<file path="src/core/sysctl_pkg.sv">
// Package of register map, field layout, reset values and timing for the system clock and reset control.
// Operation
// Three oscillator calibration modes: reference, factory restore, manual trim.
// Reference calibration counts against 32 kHz, only with hibernation unit and clock enabled.
// Factory mode restores the manufacture trim, discarding earlier trims.
// Manual trim takes 7 low bits; 0x40 is nominal 16 MHz.
// Trim above 0x40 slows the oscillator, below 0x40 speeds it.
// Calibration reports 1 on success, 0 on failure.
// PWM clock divides processor clock by 1..64 in powers of two; readable back.
// PWM clock follows the system clock, so its rate tracks clock changes.
// Software reset resets processor, peripherals and registers except reset cause.
// Software reset keeps existing cause flags and sets the software flag.
// Six cause flags: regulator, software, watchdog, brownout, power-on, external pin.
// Cause flags stay set until cleared by software or power-on reset.
// Software clears cause flags by mask; later same reset sets it again.
// Software should clear all causes after reading them.
// With sleep gating on, only sleep-enabled peripherals clocked; otherwise all run.
// USB PLL off leaves USB registers accessible, physical layer stopped.
// Software powers up the USB PLL before any USB connection.
// With gating off, sleep enables are kept but have no effect.
// Calibration result valid only after finish, stable until next request.
package sysctl_pkg;
  // ********************************************************************
  // Register offsets (word addresses).
  // ********************************************************************
  localparam logic [3:0] off_cal_ctrl = 4'h0;
  localparam logic [3:0] off_cal_stat = 4'h1;
  localparam logic [3:0] off_pwm_div = 4'h2;
  localparam logic [3:0] off_swreset = 4'h3;
  localparam logic [3:0] off_cause = 4'h4;
  localparam logic [3:0] off_cause_clr = 4'h5;
  localparam logic [3:0] off_sleep_ctrl = 4'h6;
  localparam logic [3:0] off_sleep_en = 4'h7;
  localparam logic [3:0] off_usb_pll = 4'h8;
  localparam logic [3:0] off_int_stat = 4'h9;
  localparam logic [3:0] off_int_mask = 4'ha;
  localparam int addr_lsb = 2;
  // ********************************************************************
  // Field layout and values.
  // ********************************************************************
  localparam logic [1:0] cal_mode_reference = 2'h1;
  localparam logic [1:0] cal_mode_factory = 2'h2;
  localparam logic [1:0] cal_mode_manual_trim = 2'h3;
  localparam int cal_mode_lsb = 8;
  localparam int cal_start_bit = 31;
  localparam int trim_w = 7;
  localparam logic [6:0] trim_nominal = 7'h40;
  localparam logic [2:0] pwm_clk_div_one = 3'h0;
  localparam logic [2:0] pwm_clk_div_sixtyfour = 3'h6;
  localparam logic [31:0] swreset_key = 32'h0000_0001;
  localparam int cause_regulator_fault = 5;
  localparam int cause_software_request = 4;
  localparam int cause_watchdog = 3;
  localparam int cause_brownout = 2;
  localparam int cause_power_on = 1;
  localparam int cause_external_pin = 0;
  localparam int n_periph = 16;
  localparam int int_cal_done = 0;
  localparam int int_cal_fail = 1;
  // ********************************************************************
  // Timing.
  // ********************************************************************
  localparam int clk_hz = 20_000_000;
  localparam int ref_hz = 32_768;
  localparam int osc_hz = 16_000_000;
  localparam int ref_window_edges = 8;
  // Expected oscillator cycles in the measurement window.
  localparam int expect_count = osc_hz / ref_hz * ref_window_edges;
  localparam int count_tol = 64;
  localparam int cal_timeout_cycles = clk_hz / ref_hz * (ref_window_edges + 2);
  localparam int swreset_pulse_cycles = 4;
endpackage : sysctl_pkg

</file>
<file path="src/core/system_clock_reset_control.sv">
// System clock, calibration, reset-cause and sleep control block with an Avalon-MM slave.
//
// Decided for this implementation: the register addresses and register access over Avalon-MM.
`timescale 1ns/1ns
`default_nettype none
module system_clock_reset_control #(
  parameter logic [6:0] factory_trim = 7'h40,
  parameter int cal_timeout = sysctl_pkg::cal_timeout_cycles
) (
  input wire logic clk_sys,
  input wire logic reset,
  input wire logic [3:0] address,
  input wire logic read,
  input wire logic write,
  input wire logic [31:0] writedata,
  output logic [31:0] readdata,
  output logic waitrequest,
  output logic irq,
  input wire logic por_event,
  input wire logic brownout_event,
  input wire logic watchdog_event,
  input wire logic regulator_event,
  input wire logic ext_pin_event,
  input wire logic hib_present,
  input wire logic hib_enabled,
  input wire logic hib_rtc_enabled,
  input wire logic ref_clk_32k,
  input wire logic osc_tick,
  input wire logic sleeping,
  output logic [6:0] osc_trim,
  output logic pwm_clk_en,
  output logic sw_reset_out,
  output logic [15:0] periph_clk_run,
  output logic usb_pll_on,
  output logic usb_phy_active
);
  // ********************************************************************
  // Pin synchronisers and system reset.
  // ********************************************************************
  logic [1:0] ref_sync;
  logic [1:0] tick_sync;
  logic ref_last;
  logic [5:0] ev_s1;
  logic [5:0] ev_s2;
  logic [2:0] sw_cnt;
  logic soft_rst;
  logic [5:0] ev_last;
  always_ff @(posedge clk_sys) begin
    ref_sync <= {ref_sync[0], ref_clk_32k};
    tick_sync <= {tick_sync[0], osc_tick};
    ref_last <= ref_sync[1];
    ev_s1 <= {regulator_event, 1'b0, watchdog_event, brownout_event, por_event, ext_pin_event};
    ev_s2 <= ev_s1;
    ev_last <= ev_s2;
  end
  wire ref_rise = ref_sync[1] & ~ref_last;
  wire [5:0] ev_rise = ev_s2 & ~ev_last;
  wire wr = write & ~waitrequest;
  // A software reset clears all state but the cause register, the bus handshake, read data, synchronisers and its own pulse counter.
  wire blk_rst = reset | soft_rst;
  // ********************************************************************
  // Bus handshake: every access gets one wait cycle.
  // ********************************************************************
  always_ff @(posedge clk_sys) begin
    if (reset) begin
      waitrequest <= 1'b1;
    end else begin
      waitrequest <= ~((read | write) & waitrequest);
    end
  end
  // ********************************************************************
  // Software reset pulse.
  // ********************************************************************
  always_ff @(posedge clk_sys) begin
    if (reset) begin
      sw_cnt <= 3'h0;
      soft_rst <= 1'b0;
    end else if (wr && address == sysctl_pkg::off_swreset && writedata == sysctl_pkg::swreset_key) begin
      sw_cnt <= 3'(sysctl_pkg::swreset_pulse_cycles);
      soft_rst <= 1'b1;
    end else if (sw_cnt != 3'h0) begin
      sw_cnt <= sw_cnt - 3'h1;
      soft_rst <= (sw_cnt != 3'h1);
    end
  end
  assign sw_reset_out = soft_rst;
  // ********************************************************************
  // Reset-cause flags. Only the block reset leaves them; power-on clears.
  // ********************************************************************
  logic [5:0] cause;
  wire clr_sel = wr && address == sysctl_pkg::off_cause_clr;
  always_ff @(posedge clk_sys) begin
    if (reset && ev_s2[sysctl_pkg::cause_power_on]) begin
      cause <= 6'h02;
    end else begin
      // A cause arriving with its clear wins over the clear.
      cause <= (cause & ~(clr_sel ? writedata[5:0] : 6'h00)) | ev_rise
        | {1'b0, (sw_cnt == 3'(sysctl_pkg::swreset_pulse_cycles)), 4'h0};
    end
  end
  // ********************************************************************
  // Calibration engine.
  // ********************************************************************
  typedef enum logic [1:0] {cal_idle = 2'b00, cal_wait = 2'b01, cal_meas = 2'b11} cal_state_e;
  cal_state_e cal_state;
  logic [15:0] osc_cnt;
  logic [3:0] edge_cnt;
  logic [15:0] tmo;
  logic cal_ok;
  logic cal_done;
  logic ev_done;
  logic ev_fail;
  wire cal_req = wr && address == sysctl_pkg::off_cal_ctrl && writedata[sysctl_pkg::cal_start_bit];
  wire [1:0] req_mode = writedata[sysctl_pkg::cal_mode_lsb +: 2];
  wire hib_ok = hib_present & hib_enabled & hib_rtc_enabled;
  wire [15:0] cnt_lo = 16'(sysctl_pkg::expect_count - sysctl_pkg::count_tol);
  wire [15:0] cnt_hi = 16'(sysctl_pkg::expect_count + sysctl_pkg::count_tol);
  function automatic logic [6:0] trim_step(input logic [6:0] t, input logic slower);
    // Higher trim slows the oscillator, so a slow part needs a lower code.
    trim_step = slower ? ((t == 7'h00) ? t : t - 7'h1) : ((t == 7'h7f) ? t : t + 7'h1);
  endfunction : trim_step
  always_ff @(posedge clk_sys) begin
    if (blk_rst) begin
      cal_state <= cal_idle;
      osc_trim <= factory_trim;
      cal_ok <= 1'b0;
      cal_done <= 1'b0;
      ev_done <= 1'b0;
      ev_fail <= 1'b0;
      osc_cnt <= 16'h0;
      edge_cnt <= 4'h0;
      tmo <= 16'h0;
    end else begin
      ev_done <= 1'b0;
      ev_fail <= 1'b0;
      case (cal_state)
        cal_idle: begin
          if (cal_req) begin
            cal_done <= 1'b0;
            case (req_mode)
              sysctl_pkg::cal_mode_factory: begin
                osc_trim <= factory_trim;
                cal_ok <= 1'b1;
                cal_done <= 1'b1;
                ev_done <= 1'b1;
              end
              sysctl_pkg::cal_mode_manual_trim: begin
                osc_trim <= writedata[sysctl_pkg::trim_w-1:0];
                cal_ok <= 1'b1;
                cal_done <= 1'b1;
                ev_done <= 1'b1;
              end
              sysctl_pkg::cal_mode_reference: begin
                if (hib_ok) begin
                  cal_state <= cal_wait;
                  tmo <= 16'(cal_timeout);
                end else begin
                  cal_ok <= 1'b0;
                  cal_done <= 1'b1;
                  ev_fail <= 1'b1;
                end
              end
              default: begin
                cal_ok <= 1'b0;
                cal_done <= 1'b1;
                ev_fail <= 1'b1;
              end
            endcase
          end
        end
        cal_wait: begin
          tmo <= tmo - 16'h1;
          if (ref_rise) begin
            cal_state <= cal_meas;
            osc_cnt <= 16'h0;
            edge_cnt <= 4'h0;
          end else if (tmo == 16'h0) begin
            // A stale success from an earlier request must not survive a timeout.
            cal_state <= cal_idle;
            cal_ok <= 1'b0;
            cal_done <= 1'b1;
            ev_fail <= 1'b1;
          end
        end
        cal_meas: begin
          tmo <= tmo - 16'h1;
          if (tick_sync[1]) begin
            osc_cnt <= osc_cnt + 16'h1;
          end
          if (ref_rise) begin
            edge_cnt <= edge_cnt + 4'h1;
          end
          if (ref_rise && edge_cnt == 4'(sysctl_pkg::ref_window_edges - 1)) begin
            cal_state <= cal_idle;
            cal_done <= 1'b1;
            if (osc_cnt < cnt_lo || osc_cnt > cnt_hi) begin
              osc_trim <= trim_step(osc_trim, osc_cnt < cnt_lo);
            end
            cal_ok <= 1'b1;
            ev_done <= 1'b1;
          end else if (tmo == 16'h0) begin
            cal_state <= cal_idle;
            cal_ok <= 1'b0;
            cal_done <= 1'b1;
            ev_fail <= 1'b1;
          end
        end
        default: cal_state <= cal_idle;
      endcase
    end
  end
  // ********************************************************************
  // PWM clock divider.
  // ********************************************************************
  logic [2:0] pwm_div;
  logic [5:0] pwm_cnt;
  always_ff @(posedge clk_sys) begin
    if (blk_rst) begin
      pwm_div <= sysctl_pkg::pwm_clk_div_one;
    end else if (wr && address == sysctl_pkg::off_pwm_div && writedata[2:0] <= sysctl_pkg::pwm_clk_div_sixtyfour) begin
      pwm_div <= writedata[2:0];
    end
  end
  // The divider counts system clock cycles, so its rate follows the system clock.
  wire [5:0] pwm_last = 6'((7'h01 << pwm_div) - 7'h01);
  always_ff @(posedge clk_sys) begin
    if (blk_rst) begin
      pwm_cnt <= 6'h0;
      pwm_clk_en <= 1'b0;
    end else begin
      pwm_cnt <= (pwm_cnt >= pwm_last) ? 6'h0 : pwm_cnt + 6'h1;
      pwm_clk_en <= (pwm_cnt >= pwm_last);
    end
  end
  // ********************************************************************
  // Sleep gating and USB PLL.
  // ********************************************************************
  logic gating_on;
  logic [15:0] sleep_en;
  always_ff @(posedge clk_sys) begin
    if (blk_rst) begin
      gating_on <= 1'b0;
      sleep_en <= 16'h0;
      usb_pll_on <= 1'b0;
    end else if (wr) begin
      if (address == sysctl_pkg::off_sleep_ctrl) begin
        gating_on <= writedata[0];
      end else if (address == sysctl_pkg::off_sleep_en) begin
        sleep_en <= writedata[15:0];
      end else if (address == sysctl_pkg::off_usb_pll) begin
        usb_pll_on <= writedata[0];
      end
    end
  end
  always_ff @(posedge clk_sys) begin
    if (blk_rst) begin
      periph_clk_run <= 16'hffff;
      usb_phy_active <= 1'b0;
    end else begin
      periph_clk_run <= (sleeping && gating_on) ? sleep_en : 16'hffff;
      usb_phy_active <= usb_pll_on;
    end
  end
  // ********************************************************************
  // Interrupt status, cleared by reading it.
  // ********************************************************************
  logic [1:0] int_stat;
  logic [1:0] int_mask;
  wire stat_rd = read && ~waitrequest && address == sysctl_pkg::off_int_stat;
  always_ff @(posedge clk_sys) begin
    if (blk_rst) begin
      int_stat <= 2'h0;
      int_mask <= 2'h0;
      irq <= 1'b0;
    end else begin
      int_stat <= (stat_rd ? 2'h0 : int_stat) | {ev_fail, ev_done};
      if (wr && address == sysctl_pkg::off_int_mask) begin
        int_mask <= writedata[1:0];
      end
      irq <= |(((stat_rd ? 2'h0 : int_stat) | {ev_fail, ev_done}) & int_mask);
    end
  end
  // ********************************************************************
  // Read data.
  // ********************************************************************
  always_ff @(posedge clk_sys) begin
    if (reset) begin
      readdata <= 32'h0;
    end else if (read && waitrequest) begin
      if (address == sysctl_pkg::off_cal_stat) begin
        readdata <= {23'h0, cal_done, cal_ok, osc_trim};
      end else if (address == sysctl_pkg::off_pwm_div) begin
        readdata <= {29'h0, pwm_div};
      end else if (address == sysctl_pkg::off_cause) begin
        readdata <= {26'h0, cause};
      end else if (address == sysctl_pkg::off_sleep_ctrl) begin
        readdata <= {31'h0, gating_on};
      end else if (address == sysctl_pkg::off_sleep_en) begin
        readdata <= {16'h0, sleep_en};
      end else if (address == sysctl_pkg::off_usb_pll) begin
        readdata <= {31'h0, usb_pll_on};
      end else if (address == sysctl_pkg::off_int_stat) begin
        readdata <= {30'h0, int_stat};
      end else if (address == sysctl_pkg::off_int_mask) begin
        readdata <= {30'h0, int_mask};
      end else begin
        readdata <= 32'h0;
      end
    end
  end
endmodule : system_clock_reset_control
`default_nettype wire

</file>
<file path="config.mk">
export PLATFORM = sky130hd
export DESIGN_NAME = system_clock_reset_control
export DESIGN_NICKNAME = d
export VERILOG_FILES = /design/src/core/sysctl_pkg.sv /design/src/core/system_clock_reset_control.sv
export SDC_FILE = /design/constraint.sdc
export NUM_CORES = 1
export LEC_CHECK = 0
export BUFFER_PORTS_ARGS = -buffer_cell sky130_fd_sc_hd__buf_2
export CAP_MARGIN = 20
export CORE_MARGIN = 1
export CORE_UTILIZATION = 50
export CTS_BUF_LIST = sky130_fd_sc_hd__clkbuf_8
export DETAILED_ROUTE_END_ITERATION = 6
export PLACE_DENSITY = 0.78
export RECOVER_POWER = 50
export SLEW_MARGIN = 20
export SYNTH_ARGS = -nofsm -noshare
export SYNTH_HDL_FRONTEND = slang
export SYNTH_SLANG_ARGS = --single-unit
</file>
<file path="constraint.sdc">
create_clock -name clk_sys -period 2.9 [get_ports clk_sys]
set_input_delay 0.145 -clock clk_sys [delete_from_list [all_inputs] [get_ports clk_sys]]
set_output_delay 0.145 -clock clk_sys [all_outputs]
set_load 0.01 [all_outputs]
</file>
==> results of run 1 <==
==> power by group through the flow <==
stage,combinational (mW),sequential [mW],clock (mW)
floorplan,0.261,2.13,0
finish,0.405,2.09,1.55
global route,0.455,2.10,1.65
detailed placement,0.390,2.14,0
CTS,0.415,2.09,1.57
global placement,0.380,2.14,0
==> sequential cells by signal, indices dropped and copies added, names as in the netlist, 4 cells and up <==
signal	cells
tmo	16
pwm_cnt	6
ev_s2	5
cause	6
sleep_en	16
osc_trim	7
ev_last	5
osc_cnt	16
readdata	16
periph_clk_run	16
edge_cnt	4
ev_s1	5
==> kinds of logic after synthesis <==
logic type | synth area share, %
mux | 2.01
simple gates | 25.0
compound gates | 14.6
xor+xnor | 4.28
flops | 44.6
fa+ha+maj | 4.20
other cells | 0.0572
buf+inv | 5.18
==> synth_stat cells, drive strengths merged (3+ instances only) <==
master / count / area share [%]
nand4: 9 / 0.86
o31ai: 3 / 0.34
a311oi: 6 / 0.80
and2: 6 / 0.57
nor3b: 3 / 0.34
nor3: 29 / 2.3
dfxtp: 146 / 45
a21oi: 55 / 4.2
or3: 7 / 0.67
or4: 4 / 0.52
o21ai: 22 / 1.7
or2: 4 / 0.42
a22oi: 18 / 2.1
nand2b: 24 / 2.3
nand3: 20 / 1.5
nor2: 93 / 5.3
nand4b: 3 / 0.40
buf: 22 / 2.7
a21o: 3 / 0.34
clkbuf: 24 / 1.4
inv: 20 / 1.1
xnor2: 16 / 2.1
nor2b: 12 / 1.1
o21a: 3 / 0.34
nor4: 14 / 2.0
and3: 6 / 0.57
a211oi: 11 / 1.3
ha: 22 / 4.2
a22o: 8 / 1.1
xor2: 16 / 2.1
nor4b: 3 / 0.63
nand2: 83 / 4.8
mux2i: 12 / 1.8
==> worst min-delay path, delay by kind of cell <==
kind	cells	cell delay (ps)
and+or+nand+nor	1	90
AOI/OAI and AO/OA	1	50
buffers and inverters	1	180
==> final timing paths <==
path                              startpoint      endpoint  slack [ps]
worst max register to register   osc_cnt[12]   osc_trim[4]         380
worst min-delay path            writedata[0]   sleep_en[0]          50
worst min register to register  tick_sync[0]  tick_sync[1]         330
worst max-delay path             osc_cnt[12]   osc_trim[4]         380
==> area by class of cell <==
type / count / area (µm²) / share of cell area [%]
Multi-Input combinational cell: 556 / 3350 / 43.8
Sequential cell: 146 / 2920 / 38.3
Timing Repair Buffer: 125 / 696 / 9.11
Clock buffer: 19 / 262 / 3.42
Tap cell: 172 / 215 / 2.82
Clock inverter: 13 / 119 / 1.56
Inverter: 20 / 75.1 / 0.983
Antenna cell: 1 / 2.50 / 0.0328
==> metrics by stage <==
stage,worst slack (ps),cells
6_report,376,1052
5_1_grt,169,1052
4_1_cts,379,1051
3_5_place_dp,401,996
3_3_place_gp,501,996
2_1_floorplan,635,768
==> routing by layer <==
metal  routed length (µm)  vias to the layer above  GRT usage (%)
met1                 6930                     2715           29.9
met3                 1060                       29           5.71
met4                  394                        0           13.3
met5                    0                        -              0
met2                 7580                      174           39.3
li1                     -                     2837              -
==> reports/qor.yml, run 1 <==
timing:
  tns_ps: 0
  worst_pin_slew_ps: 1330
  clock_skew_ps: 18.8
  hold_slack_ps: 48.3
  hold_viol: 0
  fmax_mhz: 396
  timing.final.crit_share_pct: 87.0
  setup_viol: 0
  rsz0062_at_grt: "no"
  slew_violations: 0
  min_period_ps: 2520
  slew_headroom_pct: 11.3
power_and_ir_drop:
  switching_share_pct: 26.1
  p_leak_nw: 2.87
  pwr-share-clk_pct: 38.3
  seq_power_share_pct: 51.7
  switchingPower_mw: 1.06
  pwr-share-comb_pct: 10.0
  p_per_area_nw_per_um2: 530
  peakVddDrop_uv: 417
  power.internal_mw: 2.99
  finalPower_mw: 4.04
global_route:
  grtUsageTotal_pct: 24.3
  grt_pass1_vias: 5278
  grt.overflow.total: 0
  grt_pass1_wl_um: 25200
  antenna_found_initial: 1
  grt_max_degree: 36
clock_tree:
  cts_hold_buf: 23
  root_buffer: "clkbuf_8"
  postCtsSetupBuffers: 0
  cts-buffers-inserted: 17
  cts.sinks: 146
  cts_resized: 0
  cts_tree: "done"
  clock_latency_ps: 470
  cts_max_path_buffers: 2
  htree_levels: 4
  clk_pin_slew_worst_paths_ps: 80
cells_and_area:
  syn_to_final_growth_pct: 16.6
  final_area_um2: 7640
  layout-drive-gt1-share_pct: 11.5
  layout_common_cells: "dfxtp_1 (146), nor2_1 (93), nand2_1 (83)"
  final_util_pct: 60.0
  num-nets-final: 939
  fillers: 1166
  final_common_cell: "dfxtp_1"
setup_path:
  cp_max_fo: 9
  path_cells: "nor4_2, nand2_1, xnor2_1, ha_1, nor3_1, a22o_1, xnor2_1, a221o_1, a21oi_1"
  start_kind: "flip-flop"
  cpLargestDelayFamily: "simple AND/OR/NAND/NOR gates"
  worstSetupPathType: "flip-flop to flip-flop"
  critical_path_depth: 9
  crit_slowest_cell: "nor4_2"
  cp.buffers_inverters: 0
  critPathMaxStageDelay_ps: 410
  worst_ep_arrival_time_ps: 2910
  critical_path.endpoint_type: "flip-flop"
  critPathMostFrequentCell: "xnor2_1"
  required_ps: 3280
  worstRegToRegCells: 9
status:
  outcome: "finished clean"
placed_design:
  dp_hpwl_um: 11000
  placedInstanceArea_um2: 7090
  port_buffers: 95
  place_congestion: 0.884
floorplanning:
  die_h_um: 116
  initial_core_util_pct: 51.5
  io_pins: 112
  fp.dieW_um: 116
  rows: 41
  core-area_um2: 12700
  die_area_um2: 13600
synth:
  yosysWarningCount: 0
  synth_cell_types: 63
  synth_edf_count: 0
  seq_area_frac_synth_pct: 44.6
  avgSynthCellArea_um2: 8.70
  async_flop_share_pct: 0
  syn_inst: 753
  syn_area_um2: 6550
  yosys_most_used_dff: "dfxtp_1"
  synth-seq-cells: 146
min_path:
  hold_depth: 3
  hold_class: "primary input to flip-flop"
drt:
  wirelength_um: 16000
  drtAntennaViolNets: 0
  first_iter_violations: 472
  avgViaCountPerCell: 5.47
  drt-pass1-iter-count: 5
  drc: 0
  routedWlPerCell_um: 15.2
  vias: 5755
flow_run:
  cap_violations: 0
Power figures use the tool's default switching activity.
==> run 2: changes to the inputs <==
--- a/config.mk
+++ b/config.mk
@@ -7,11 +7,14 @@
 export LEC_CHECK = 0
 export BUFFER_PORTS_ARGS = -buffer_cell sky130_fd_sc_hd__buf_2
 export CAP_MARGIN = 20
+export CELL_PAD_IN_SITES_DETAIL_PLACEMENT = 1
+export CELL_PAD_IN_SITES_GLOBAL_PLACEMENT = 1
 export CORE_MARGIN = 1
-export CORE_UTILIZATION = 50
+export CORE_UTILIZATION = 44
 export CTS_BUF_LIST = sky130_fd_sc_hd__clkbuf_8
+export CTS_CLUSTER_SIZE = 16
 export DETAILED_ROUTE_END_ITERATION = 6
-export PLACE_DENSITY = 0.78
+export PLACE_DENSITY = 0.89
 export RECOVER_POWER = 50
 export SLEW_MARGIN = 20
 export SYNTH_ARGS = -nofsm -noshare
==> run 2 against run 1 <==
  * Final cell count increased by 1.2%
  * Non-clock buffer count increased by 2
  * Hold slack got worse by 3.8 ps
  * Wire length increased by 28%
  * Critical endpoint is now osc_trim[5]
==> reports/qor.yml, run 2 (same netlist as run 1, synthesis figures left out) <==
status:
  outcome: "finished clean"
setup_path:
  required_ps: 3280  # about the same
  critical_path.endpoint_type: "flip-flop"
  critPathMaxStageDelay_ps: 600  # +190 ps
  cp.buffers_inverters: 1  # +1
  worstReg2RegStart: "osc_cnt[0]"
  critPathMostFrequentCell: "o21ai_0"
  worst_ep_arrival_time_ps: 2820  # -90 ps
  crit_slowest_cell: "or4b_2"
  cp_max_fo: 4  # -5
  path_cells: "inv_1, ha_1, or4b_2, o31ai_1, o21ai_1, o21ai_0, o21ai_0, a21oi_1"
  start_kind: "flip-flop"
  cpLargestDelayFamily: "compound AO/OA/AOI/OAI gates"
  crit_path_start: "osc_cnt[0]"
  worstSetupPathType: "flip-flop to flip-flop"
  r2r_slack_ps: 450  # +80 ps
placed_design:
  place_inst: 1011  # +1.5%
  port_buffers: 95  # unchanged
  dp_hpwl_um: 13500  # +23%
  placedInstanceArea_um2: 7120  # +0.53%
  place_congestion: 0.842  # -4.8%
  pre_cts_ws_ps: 534  # +133 ps
drt:
  routedWlPerCell_um: 19.2  # +26%
  first_iter_violations: 299  # -37%
  drt-pass1-iter-count: 5  # unchanged
  vias: 6086  # +5.8%
  drtAntennaViolNets: 0  # unchanged
  drc: 0  # unchanged
  avgViaCountPerCell: 5.71  # +4.5%
  wirelength_um: 20400  # +28%
floorplanning:
  core-area_um2: 14500  # +14%
  initial_core_util_pct: 45.1  # -6.4 points
  rows: 44  # +7.3%
  io_pins: 112  # unchanged
  fp.dieW_um: 124  # +6.5%
  die_area_um2: 15400  # +13%
  die_h_um: 124  # +6.5%
cells_and_area:
  final_common_cell: "dfxtp_1"
  syn_to_final_growth_pct: 18.0
  antenna_cells: 0  # -1
  final_util_pct: 53.2  # -6.8 points
  num-nets-final: 941  # +0.21%
  layout_common_cells: "dfxtp_1 (146), nor2_1 (93), nand2_1 (83)"
  layout-drive-gt1-share_pct: 11.7  # +0.20 points
  final_cells: 1065  # +1.2%
  final_area_um2: 7730  # +1.3%
timing:
  fin_ws_ps: 454  # +78.7 ps
  timing.final.crit_share_pct: 84.3  # -2.7 points
  min_period_ps: 2450  # -78.7 ps
  clock_skew_ps: 8.44  # -10.4 ps
  slew_violations: 0  # unchanged
  setup_viol: 0  # unchanged
  tns_ps: 0  # unchanged
  slew_headroom_pct: 36.3  # +25 points
  hold_viol: 0  # unchanged
  fmax_mhz: 409  # +3.2%
  hold_slack_ps: 44.6  # -3.78 ps
  rsz0062_at_grt: "no"
  worst_pin_slew_ps: 955  # -376 ps
power_and_ir_drop:
  peakVddDrop_uv: 388  # -6.8%
  pwr-share-comb_pct: 10.1  # about the same
  p_leak_nw: 2.90  # +1.1%
  seq_power_share_pct: 47.6  # -4.1 points
  switchingPower_mw: 1.16  # +9.5%
  switching_share_pct: 26.3  # +0.17 points
  p_per_area_nw_per_um2: 569  # +7.4%
  finalPower_mw: 4.40  # +8.7%
  pwr-share-clk_pct: 42.3  # +4.0 points
  power.internal_mw: 3.24  # +8.5%
global_route:
  grtUsageTotal_pct: 27.3  # +3.0 points
  grt.overflow.total: 0  # unchanged
  grt_max_degree: 27  # -25%
  grt_pass1_vias: 6222  # +18%
  antenna_found_initial: 0  # -1
  grt_pass1_wl_um: 31900  # +27%
clock_tree:
  cts-buffers-inserted: 17  # unchanged
  cts_resized: 0  # unchanged
  root_buffer: "clkbuf_8"
  htree_levels: 4  # unchanged
  cts_max_path_buffers: 2  # unchanged
  cts_tree: "done"
  clock_latency_ps: 460  # about the same
  clk_pin_slew_worst_paths_ps: 80  # about the same
  cts.sinks: 146  # unchanged
min_path:
  hp-start: "writedata[2]"
  hold_class: "primary input to flip-flop"
flow_run:
  cap_violations: 0  # unchanged
run 2: cell count changes in the layout (fill, tap and decap cells not counted), moves of 2 or more:
cell and delta:
clkinv_2 -4, clkinv_4 +2, bufinv_16 +3, clkbuf_1 +2
run 2: layout make-up:
| class | instances | area (µm²) |
|---|---|---|
| clock buffers | 18 | 248 |
| inverters | 20 | 75.1 |
| flip-flops and latches | 146 | 2920 |
| multi-input cells | 556 | 3350 |
| repair buffers | 127 | 701 |
| fillers | 1806 | 6800 |
| well taps | 184 | 230 |
| clock inverters | 14 | 211 |
run 2: metal layers:
| metal | vias to the layer above | wire (µm) | global-route usage, % |
|---|---|---|---|
| li1 | 2842 | - | - |
| met1 | 3013 | 8440 | 30.9 |
| met2 | 187 | 10500 | 48.7 |
| met3 | 44 | 960 | 6.41 |
| met4 | 0 | 563 | 12.1 |
| met5 | - | 0 | 0 |
run 2: final timing paths:
| path | depth (start not counted) | endpoint |
|---|---|---|
| setup / recovery | 8 | osc_trim[5] |
| hold reg to reg | 0 | ref_sync[1] |
| setup reg to reg | 8 | osc_trim[5] |
| hold / removal | 3 | sleep_en[2] |
run 2: timing repair:
item | 4_1_cts | 5_1_grt
hold endpoints to repair | 21 | 0
hold buffers | 22 | 0
buffers inserted | 0 | 0
setup endpoints to repair | 0 | 0
run 2: power by group through the flow:
stage / Combinational [mW] / Clock (mW) / Sequential [mW]
final: 0.445 / 1.86 / 2.09
after global routing: 0.478 / 1.96 / 2.10
after CTS: 0.455 / 1.88 / 2.09
after detailed placement: 0.417 / 0 / 2.14
after global placement: 0.396 / 0 / 2.14
after floorplan: 0.261 / 0 / 2.13
run 2: worst reg2reg max path, stage by stage, from the launching register on:
cell     delay, ps
dfxtp_1        340
inv_1          110
ha_1           160
or4b_2         600
o31ai_1        240
o21ai_1        130
o21ai_0        420
o21ai_0        190
a21oi_1        170
